## config.mk

```make
export PLATFORM = sky130hd
export DESIGN_NAME = dxh_exception
export DESIGN_NICKNAME = d
export VERILOG_FILES = /design/src/hdl/dxh_pkg.sv /design/src/hdl/dxh_exception.sv /design/src/hdl/dxh_sync.sv
export VERILOG_INCLUDE_DIRS = /design/src /design/src/hdl
export SDC_FILE = /design/constraint.sdc
export NUM_CORES = 1
export LEC_CHECK = 0
export ABC_AREA = 1
export BUFFER_PORTS_ARGS = -buffer_cell sky130_fd_sc_hd__buf_4
export CAP_MARGIN = 0
export CELL_PAD_IN_SITES_DETAIL_PLACEMENT = 0
export CELL_PAD_IN_SITES_GLOBAL_PLACEMENT = 2
export CORE_AREA = 2 2 144 146
export CTS_CLUSTER_DIAMETER = 50
export DETAILED_ROUTE_END_ITERATION = 12
export DIE_AREA = 0 0 146 148
export PLACE_DENSITY = 0.9
export SLEW_MARGIN = 0
export SYNTH_ARGS = -nofsm -noshare
export SYNTH_HDL_FRONTEND = slang
export SYNTH_HIERARCHICAL = 1
export SYNTH_SLANG_ARGS = --single-unit
```

## constraint.sdc

```tcl
create_clock -name mclk -period 5.58 [get_ports mclk]
set_input_delay 0.558 -clock mclk [delete_from_list [all_inputs] [get_ports mclk]]
set_output_delay 0.558 -clock mclk [all_outputs]
set_load 0.02 [all_outputs]
```

## src/hdl/dxh_cfg.svh

```systemverilog
// Constant definitions for the sensor exception handler.
`ifndef DXH_CFG_SVH
`define DXH_CFG_SVH
`define DXH_CLK_MHZ          40
`define DXH_CMD_RSVD14       4'hE
`define DXH_CMD_REVINIT      4'hF
`define DXH_CMD_CLEAR        4'h0
`define DXH_CMD_ST_ON        4'hD
`define DXH_CMD_ST_OFF       4'hC
`define DXH_CMD_READ_ACC     4'h1
`define DXH_ADDR_GLOBAL      4'h0
`define DXH_SWOPEN_US        2
`define DXH_SWOPEN_CYC       (`DXH_SWOPEN_US * `DXH_CLK_MHZ)
`define DXH_RSV_PERIOD_US    1000
`define DXH_CAP_PERIOD_US    1000
`define DXH_TO_PERIOD_US     1000
`define DXH_US_TO_CYC(x)     ((x) * `DXH_CLK_MHZ)
`define DXH_HOLD_CYC         16
`define DXH_ADR_STAT         4'h0
`define DXH_ADR_MASK         4'h1
`define DXH_ADR_FLAGS        4'h2
`define DXH_ADR_CTRL         4'h3
`define DXH_EVW              5
`define DXH_EV_RESET         0
`define DXH_EV_RSVLOW        1
`define DXH_EV_ERROR         2
`define DXH_EV_DISCARD       3
`define DXH_EV_LOCKOUT       4
`define DXH_CNTW             24
`endif

```

## src/hdl/dxh_pkg.sv

```systemverilog
// Types shared by the sensor exception handler.
package dxh_pkg;
    typedef enum logic [2:0]
    {
        DXH_RUN   = 3'b001,
        DXH_HOLD  = 3'b010,
        DXH_PULSE = 3'b100
    } dxh_state_t;
    typedef enum logic [1:0]
    {
        DXH_DATA_ZERO   = 2'h0,
        DXH_DATA_NORMAL = 2'h1,
        DXH_DATA_SELF   = 2'h2
    } dxh_dsel_t;
endpackage

```

## src/hdl/dxh_exception.sv

```systemverilog
// Exception handling and command filtering for the satellite sensor.
`timescale 1ns/1ps
`include "dxh_cfg.svh"
module dxh_exception
#(
    parameter int RSV_PERIOD_CYC = `DXH_US_TO_CYC(`DXH_RSV_PERIOD_US),
    parameter int CAP_PERIOD_CYC = `DXH_US_TO_CYC(`DXH_CAP_PERIOD_US),
    parameter int TO_PERIOD_CYC  = `DXH_US_TO_CYC(`DXH_TO_PERIOD_US)
)
(
    input  wire logic             mclk,
    input  wire logic             rst,
    input  wire logic             cmd_valid,
    input  wire logic             cmd_downstream,
    input  wire logic [3:0]       cmd_id,
    input  wire logic [3:0]       cmd_addr,
    input  wire logic             cmd_short,
    input  wire logic [3:0]       dev_addr,
    input  wire logic             dreg_low_n,
    input  wire logic             areg_low_n,
    input  wire logic             reserve_cap_pin,
    input  wire logic             upstream_bus_pin,
    input  wire logic             cap_test_fail,
    input  wire logic             factory_crc_fail,
    input  wire logic             factory_sealed,
    input  wire logic             user_crc_fail,
    input  wire logic             user_sealed,
    input  wire logic             temp_out_of_range,
    input  wire logic [3:0]       reg_addr,
    input  wire logic [7:0]       reg_wdata,
    input  wire logic             reg_wr,
    input  wire logic             reg_rd,
    output logic      [7:0]       reg_rdata,
    output logic                  irq,
    output logic                  cmd_accept,
    output logic                  resp_enable,
    output logic                  error_flag,
    output logic                  selfcheck_on_flag,
    output logic                  reserve_low_flag,
    output dxh_pkg::dxh_dsel_t    acc_data_sel,
    output logic                  selftest_drive,
    output logic                  bus_switch_close,
    output logic                  core_reset
);
    import dxh_pkg::*;

    // Active-low regulator sense lines and level pins are synchronised first.
    logic dreg_ok;
    logic areg_ok;
    logic cap_ok;
    logic bus_high;
    dxh_sync u_s_dreg (.mclk(mclk), .rst(rst), .din(dreg_low_n), .dout(dreg_ok));
    dxh_sync u_s_areg (.mclk(mclk), .rst(rst), .din(areg_low_n), .dout(areg_ok));
    dxh_sync u_s_cap  (.mclk(mclk), .rst(rst), .din(reserve_cap_pin), .dout(cap_ok));
    dxh_sync u_s_bus  (.mclk(mclk), .rst(rst), .din(upstream_bus_pin), .dout(bus_high));

    dxh_state_t          state_r;
    dxh_state_t          state_nxt;
    logic [`DXH_CNTW-1:0] rsv_cnt_r;
    logic [`DXH_CNTW-1:0] to_cnt_r;
    logic [`DXH_CNTW-1:0] cap_cnt_r;
    logic [`DXH_CNTW-1:0] hold_cnt_r;
    logic [`DXH_CNTW-1:0] sw_cnt_r;
    logic                 st_on_r;
    logic                 lock_r;
    logic                 last_off_r;
    logic [`DXH_EVW-1:0]  stat_r;
    logic [`DXH_EVW-1:0]  mask_r;
    logic                 sw_en_r;
    logic                 reinit_r;

    // Shared command match on a given identifier only; the device address is checked separately.
    function automatic logic cmd_is(input logic [3:0] id, input logic [3:0] want);
        cmd_is = (id == want);
    endfunction

    wire supply_fault = !dreg_ok || !areg_ok;
    wire rsv_expired  = !cap_ok && (rsv_cnt_r >= RSV_PERIOD_CYC[`DXH_CNTW-1:0] - 1'b1);
    wire to_expired   = !bus_high && (to_cnt_r >= TO_PERIOD_CYC[`DXH_CNTW-1:0] - 1'b1);
    wire cap_expired  = cap_test_fail && (cap_cnt_r >= CAP_PERIOD_CYC[`DXH_CNTW-1:0] - 1'b1);
    wire reset_pulse  = rsv_expired || to_expired || cap_expired;
    wire in_reset     = (state_r != DXH_RUN);
    wire from_up      = cmd_valid && !cmd_downstream;
    wire is_rsvd14    = cmd_is(cmd_id, `DXH_CMD_RSVD14);
    wire is_revinit   = cmd_is(cmd_id, `DXH_CMD_REVINIT);
    wire addr_hit     = (cmd_addr == dev_addr);
    wire discard      = cmd_valid && (cmd_downstream || is_rsvd14 || is_revinit);
    wire is_clear     = cmd_is(cmd_id, `DXH_CMD_CLEAR);
    wire fault_now    = cap_test_fail || !bus_high || !cap_ok;
    wire reinit_ok    = !reinit_r || (is_clear && !fault_now);
    wire take         = from_up && !is_rsvd14 && !is_revinit && !in_reset && reinit_ok;
    wire cmd_clear    = take && is_clear;
    wire cmd_st_on    = take && addr_hit && (cmd_addr != `DXH_ADDR_GLOBAL)
                        && cmd_is(cmd_id, `DXH_CMD_ST_ON);
    wire cmd_st_off   = take && addr_hit && cmd_is(cmd_id, `DXH_CMD_ST_OFF);
    wire crc_err      = (factory_crc_fail && factory_sealed) || (user_crc_fail && user_sealed);
    wire any_err      = crc_err || temp_out_of_range;
    wire [`DXH_EVW-1:0] ev_vec = {cmd_st_off && last_off_r, discard, any_err,
                                  !cap_ok && !in_reset, reset_pulse || supply_fault};

    // Reset sequencing: held while a supply is low, pulsed on periodic faults.
    always_comb
    begin
        state_nxt = state_r;
        case (state_r)
            DXH_RUN:   if (supply_fault) state_nxt = DXH_HOLD;
                       else if (reset_pulse) state_nxt = DXH_PULSE;
            DXH_HOLD:  if (!supply_fault) state_nxt = DXH_PULSE;
            DXH_PULSE: if (supply_fault) state_nxt = DXH_HOLD;
                       else if (hold_cnt_r == `DXH_HOLD_CYC - 1) state_nxt = DXH_RUN;
            default:   state_nxt = DXH_HOLD;
        endcase
    end

    always_ff @(posedge mclk or posedge rst)
    begin
        if (rst)
            state_r <= DXH_HOLD;
        else
            state_r <= state_nxt;
    end

    always_ff @(posedge mclk or posedge rst)
    begin
        if (rst)
            hold_cnt_r <= '0;
        else
            hold_cnt_r <= (state_r == DXH_PULSE) ? hold_cnt_r + 1'b1 : '0;
    end

    // silent until cleared
    // After any reset only a clear with no capacitor-test, bus or reserve fault is taken, so the device stays
    // silent between the periodic reset pulses of a lasting fault.
    always_ff @(posedge mclk or posedge rst)
    begin
        if (rst)
            reinit_r <= 1'b1;
        else
            reinit_r <= in_reset || (reinit_r && !cmd_clear);
    end

    always_ff @(posedge mclk or posedge rst)
    begin
        if (rst)
            rsv_cnt_r <= '0;
        else
            rsv_cnt_r <= (cap_ok || rsv_expired || supply_fault) ? '0 : rsv_cnt_r + 1'b1;
    end

    always_ff @(posedge mclk or posedge rst)
    begin
        if (rst)
            to_cnt_r <= '0;
        else
            to_cnt_r <= (bus_high || to_expired || supply_fault) ? '0 : to_cnt_r + 1'b1;
    end

    always_ff @(posedge mclk or posedge rst)
    begin
        if (rst)
            cap_cnt_r <= '0;
        else
            cap_cnt_r <= (!cap_test_fail || cap_expired) ? '0 : cap_cnt_r + 1'b1;
    end

    always_ff @(posedge mclk or posedge rst)
    begin
        if (rst)
        begin
            sw_en_r  <= 1'b0;
            sw_cnt_r <= '0;
        end
        else if (in_reset)
        begin
            sw_en_r  <= 1'b0;
            sw_cnt_r <= '0;
        end
        else if (sw_cnt_r < `DXH_SWOPEN_CYC)
            sw_cnt_r <= sw_cnt_r + 1'b1;
        else
            sw_en_r <= 1'b1;
    end

    // self-test lockout
    // A reserve dip clears the lockout and the last-off record; self-test itself stays as commanded.
    wire st_on_nxt = (in_reset || cmd_clear || cmd_st_off) ? 1'b0 :
                     cmd_st_on ? !lock_r : st_on_r;
    always_ff @(posedge mclk or posedge rst)
    begin
        if (rst)
        begin
            st_on_r    <= 1'b0;
            lock_r     <= 1'b0;
            last_off_r <= 1'b0;
        end
        else
        begin
            st_on_r <= st_on_nxt;
            if (in_reset || !cap_ok || cmd_clear)
            begin
                lock_r     <= 1'b0;
                last_off_r <= 1'b0;
            end
            else if (cmd_st_off)
            begin
                lock_r     <= lock_r || last_off_r;
                last_off_r <= 1'b1;
            end
            else if (take && addr_hit)
                last_off_r <= 1'b0;
        end
    end

    // Interrupt status: set wins over a write-one clear.
    always_ff @(posedge mclk or posedge rst)
    begin
        if (rst)
        begin
            stat_r <= '0;
            mask_r <= '0;
        end
        else
        begin
            stat_r <= (stat_r & ~((reg_wr && reg_addr == `DXH_ADR_STAT) ?
                      reg_wdata[`DXH_EVW-1:0] : '0)) | ev_vec;
            if (reg_wr && reg_addr == `DXH_ADR_MASK)
                mask_r <= reg_wdata[`DXH_EVW-1:0];
        end
    end

    wire [7:0] flag_word = {3'h0, lock_r, crc_err, any_err, st_on_r, !cap_ok};
    wire [7:0] rd_mux = (reg_addr == `DXH_ADR_STAT)  ? {3'h0, stat_r} :
                        (reg_addr == `DXH_ADR_MASK)  ? {3'h0, mask_r} :
                        (reg_addr == `DXH_ADR_FLAGS) ? flag_word :
                        (reg_addr == `DXH_ADR_CTRL)  ? {5'h0, state_r} : 8'h00;

    always_ff @(posedge mclk or posedge rst)
    begin
        if (rst)
            reg_rdata <= 8'h00;
        else
            reg_rdata <= reg_rd ? rd_mux : 8'h00;
    end

    wire err_hit = any_err;
    // error data choice
    // The response to a self-test command already shows the new self-test state.
    wire dsel_self = st_on_nxt;
    wire short_zero = any_err || (!cap_ok && !st_on_nxt);
    dxh_dsel_t dsel_nxt;
    assign dsel_nxt = (cmd_short && short_zero) ? DXH_DATA_ZERO :
                      dsel_self ? DXH_DATA_SELF : DXH_DATA_NORMAL;

    always_ff @(posedge mclk or posedge rst)
    begin
        if (rst)
        begin
            error_flag        <= 1'b0;
            selfcheck_on_flag <= 1'b0;
            reserve_low_flag  <= 1'b0;
            acc_data_sel      <= DXH_DATA_ZERO;
            resp_enable       <= 1'b0;
        end
        else
        begin
            error_flag        <= err_hit;
            selfcheck_on_flag <= st_on_nxt;
            reserve_low_flag  <= !cap_ok;
            acc_data_sel      <= dsel_nxt;
            resp_enable       <= take;
        end
    end

    assign cmd_accept       = take;
    assign selftest_drive   = st_on_r;
    assign bus_switch_close = sw_en_r && !in_reset;
    assign core_reset       = in_reset;
    assign irq              = |(stat_r & mask_r);

    AST_NO_RSVD: assert property (@(posedge mclk) disable iff (rst)
        (cmd_valid && cmd_id == `DXH_CMD_RSVD14) |-> !cmd_accept ##1 !resp_enable)
        else $error("Reserved identifier was answered.");
    AST_NO_REVINIT: assert property (@(posedge mclk) disable iff (rst)
        (cmd_valid && cmd_id == `DXH_CMD_REVINIT) |=> !resp_enable)
        else $error("Reverse initialization was answered.");
    AST_DOWNSTREAM: assert property (@(posedge mclk) disable iff (rst)
        (cmd_valid && cmd_downstream) |-> !cmd_accept)
        else $error("Downstream command was accepted.");
    AST_SUPPLY_SW: assert property (@(posedge mclk) disable iff (rst)
        $fell(dreg_ok && areg_ok) |-> ##[0:2] !bus_switch_close && core_reset)
        else $error("Switch stayed closed on supply fault.");
    AST_RSV_PERIOD: assert property (@(posedge mclk) disable iff (rst)
        rsv_expired && !supply_fault |=> state_r == DXH_PULSE)
        else $error("Reserve timeout did not reset.");
    AST_CAP_PERIOD: assert property (@(posedge mclk) disable iff (rst)
        cap_expired && !supply_fault && !in_reset |=> core_reset)
        else $error("Capacitor fault did not reset.");
    AST_TO_SILENT: assert property (@(posedge mclk) disable iff (rst)
        to_expired && !supply_fault && !in_reset |=> core_reset && !bus_switch_close)
        else $error("Frame timeout did not reset.");
    AST_ERR_ZERO: assert property (@(posedge mclk) disable iff (rst)
        (any_err && cmd_short) |=> acc_data_sel == DXH_DATA_ZERO && error_flag)
        else $error("Short data not zero under error.");
    AST_LOCKOUT: assert property (@(posedge mclk) disable iff (rst)
        lock_r && !cmd_clear |=> !st_on_r)
        else $error("Self-test active under lockout.");
endmodule

```

## src/hdl/dxh_sync.sv

```systemverilog
// Three-stage input synchroniser with agreement filter.
`timescale 1ns/1ps
module dxh_sync
(
    input  wire logic mclk,
    input  wire logic rst,
    input  wire logic din,
    output logic      dout
);
    logic s1_r;
    logic s2_r;
    logic s3_r;
    always_ff @(posedge mclk or posedge rst)
    begin
        if (rst)
        begin
            s1_r <= 1'b0;
            s2_r <= 1'b0;
            s3_r <= 1'b0;
            dout <= 1'b0;
        end
        else
        begin
            s1_r <= din;
            s2_r <= s1_r;
            s3_r <= s2_r;
            if (s2_r == s3_r)
                dout <= s3_r;
        end
    end
endmodule

```

==> impl_metrics.tcl <==
set metrics [dict create \
    htreeDepth 4 \
    grtUsageTotal 0.142 \
    start_util 0.364 \
    overflow 0 \
    p_clk_frac 0.455 \
    fin_crit_sh 0.424 \
    synth_top_area_share 0.556 \
    critical_path_arrival_ns 1.81 \
    relSlewSlack 0.436 \
    syn_area_per_cell_sq_um 8.74 \
    async_reset_ff_frac 1.00 \
    netlist_top_cells_area "dfrtp_1 (56%), nand2_1 (7.7%), nor2_1 (7.6%)" \
    dp_slack_ns 3.24 \
    cts_hold_buf 0 \
    clk_latency_ns 0.43 \
    num_rows 52 \
    hold_path_class "input pin to asynchronous set/reset pin" \
    stdcell_area_sq_um 8680 \
    cts_resized 0 \
    start_kind "flop" \
    final_common_cell "dfrtp_1" \
    p_int_uw 1930 \
    portBuffers 53 \
    antennaDiodeCount 0 \
    num_vias 5371 \
    clkSinkCount 164 \
    via_per_inst 4.45 \
    hold_violations 0 \
    die_h_um 148 \
    setup-tns-final_ns 0 \
    clock_path_buffers 2 \
    wl_met3_um 587 \
    switching_share 0.262 \
    nets 969 \
    min_period_ns 2.37 \
    route.final.wire_length_um 14200 \
    peakVddDrop_uv 251 \
    end_kind "primary output" \
    detailedRoute.firstPassIterationCount 4 \
    cts_tree "built" \
    status "finished clean" \
    post_cts_buffers 0 \
    drv_slew 0 \
    post_drt_wl_per_cell_um 11.8 \
    ys_warn_count 6 \
    cap_violations 0 \
    fill_cells 1980 \
    yosysUniqueCellTypes 46 \
    synth_enable_flop_cells 0 \
    syn-cell-area_sq_um 7290 \
    p_sw_uw 687 \
    ios 60 \
    synth-seq-area-share 0.563 \
    area_growth_pct 19.1 \
    wl_met2_um 6420 \
    highest_layer "met4" \
    globalplace.congestion 0.775 \
    postLayoutSetupSlackWorst_ns 3.21 \
    final-setup-viol-count 0 \
    cp_max_fo 27 \
    fin_util 0.433 \
    synth_ff_type "dfrtp_1" \
    grt_pass1_vias 5324 \
    post_dp_cell_area_sq_um 8080 \
    finalPower_uw 2620 \
    first_iter_violations 263 \
    fin_skew_ns 0.00980 \
    worstPathRequired_ns 5.02 \
    die_x_um 146 \
    p_leak_uw 0.00390 \
    netlist_instances 834 \
    yosys.area.top_type "dfrtp_1" \
    core-area_sq_um 20000 \
    dp_hpwl_um 10000 \
    cts_root_buf "clkbuf_16" \
    p_per_area_nw_per_um2 302 \
    grt_pass1_wl_um 24800 \
    rsz0062_at_grt "false" \
    path_clk_slew_ns 0.07 \
    fmax_mhz 423 \
    antenna_found_initial 0 \
    worst_slew_pin_slew_ns 0.845 \
    cts_buffers 17 \
    layout_common_cells "dfrtp_1 (162), nand2_1 (149), nor2_1 (148)" \
    critPathKind "flop to primary output" \
    combinationalPowerShare 0.067 \
    die-area_sq_um 21600 \
    ys_ff_latch 164 \
    route.layer.met1.wl_um 7060 \
    seq_power_share 0.478 \
    drc_errors 0 \
    post_route_cells_drive_above_1_share 0.136 \
    antenna_left 0 \
    grt_start_max_net_pins 92 \
]
-- synthesized netlist by cell type (3+ instances only) --
| cell | n |
|---|---|
| inv_1 | 108 |
| a211oi_1 | 3 |
| nor4_1 | 8 |
| nor3b_2 | 3 |
| nand2_1 | 149 |
| inv_2 | 4 |
| xnor2_1 | 3 |
| xor2_1 | 12 |
| ha_1 | 5 |
| nor3_4 | 3 |
| nor2_2 | 10 |
| nand2_2 | 7 |
| o21a_1 | 3 |
| nor3b_1 | 4 |
| nor2_4 | 3 |
| o21ai_0 | 38 |
| buf_4 | 4 |
| dfrtp_1 | 162 |
| nor3_1 | 22 |
| a21oi_1 | 48 |
| a31oi_1 | 5 |
| nand4_1 | 19 |
| nor2_1 | 148 |
| nor3_2 | 3 |
| nand3_1 | 33 |
-- state kept, by name, indices dropped and copies added, names as in the netlist, 2 cells and up --
signal        count
mask_r            5
to_cnt_r         24
hold_cnt_r       24
sw_cnt_r         24
reg_rdata         5
cap_cnt_r        24
rsv_cnt_r        24
acc_data_sel      2
stat_r            5
state_r           3
-- cell families after synthesis --
kind of cell,share of synthesized area
flip-flops,0.563
other,0.000514
AO/OA/AOI/OAI,0.0811
adder cells (fa/ha/maj),0.00858
buffers and inverters,0.0672
XOR/XNOR,0.0180
AND/OR/NAND/NOR,0.261
-- critical path, stage by stage, from the launching register on --
cell and delay, ns:
dfrtp_1 0.37, inv_1 0.18, nand3_4 0.30, nor2_2 0.18, nand2_2 0.07, nor2_4 0.13
buf_4 0.15
-- power by group through the flow --
stage	clock, uW	sequential (uW)	combinational [uW]
CTS	1230	1250	181
floorplan	0	1270	115
finish	1190	1250	176
detailed placement	0	1280	181
global placement	0	1270	179
global route	1270	1260	207
-- metal layers --
metal  up-vias  global-route usage
met4         0              0.0437
li1       2833                   -
met3         6              0.0389
met2        80               0.225
met1      2452               0.192
met5         -                   0
-- path summary, 6_finish.rpt --
path | slack (ns) | start | end | cells after the start
worst max-delay path | 3.21 | state_r[2] | cmd_accept | 6
worst min-delay path | 0.04 | rst | u_s_bus/s1_r | 2
worst max register to register | 3.31 | state_r[0] | state_r[2] | 6
worst min register to register | 0.35 | u_s_cap/s1_r | u_s_cap/s2_r | 0
max in group asynchronous | 3.96 | rst | sw_en_r | 3
min in group mclk | 0.23 | dreg_low_n | u_s_dreg/s1_r | 1
-- final cells by class --
cell class,instances,area [sq um],share of cell area
Clock inverter,15,181,0.0209
Sequential cell,164,4110,0.473
Inverter,114,433,0.0499
Tap cell,270,338,0.0389
Clock buffer,17,425,0.0490
Multi-Input combinational cell,572,2790,0.322
Timing Repair Buffer,54,405,0.0467
-- through the flow --
step / std cells / hold WS, ns
after floorplan: 860 / 0.324
after global placement: 1174 / 0.333
after detailed placement: 1174 / 0.339
after CTS: 1206 / 0.0277
after global routing: 1206 / 0.0302
final: 1206 / 0.0447
(Power assumes the default switching activity.)
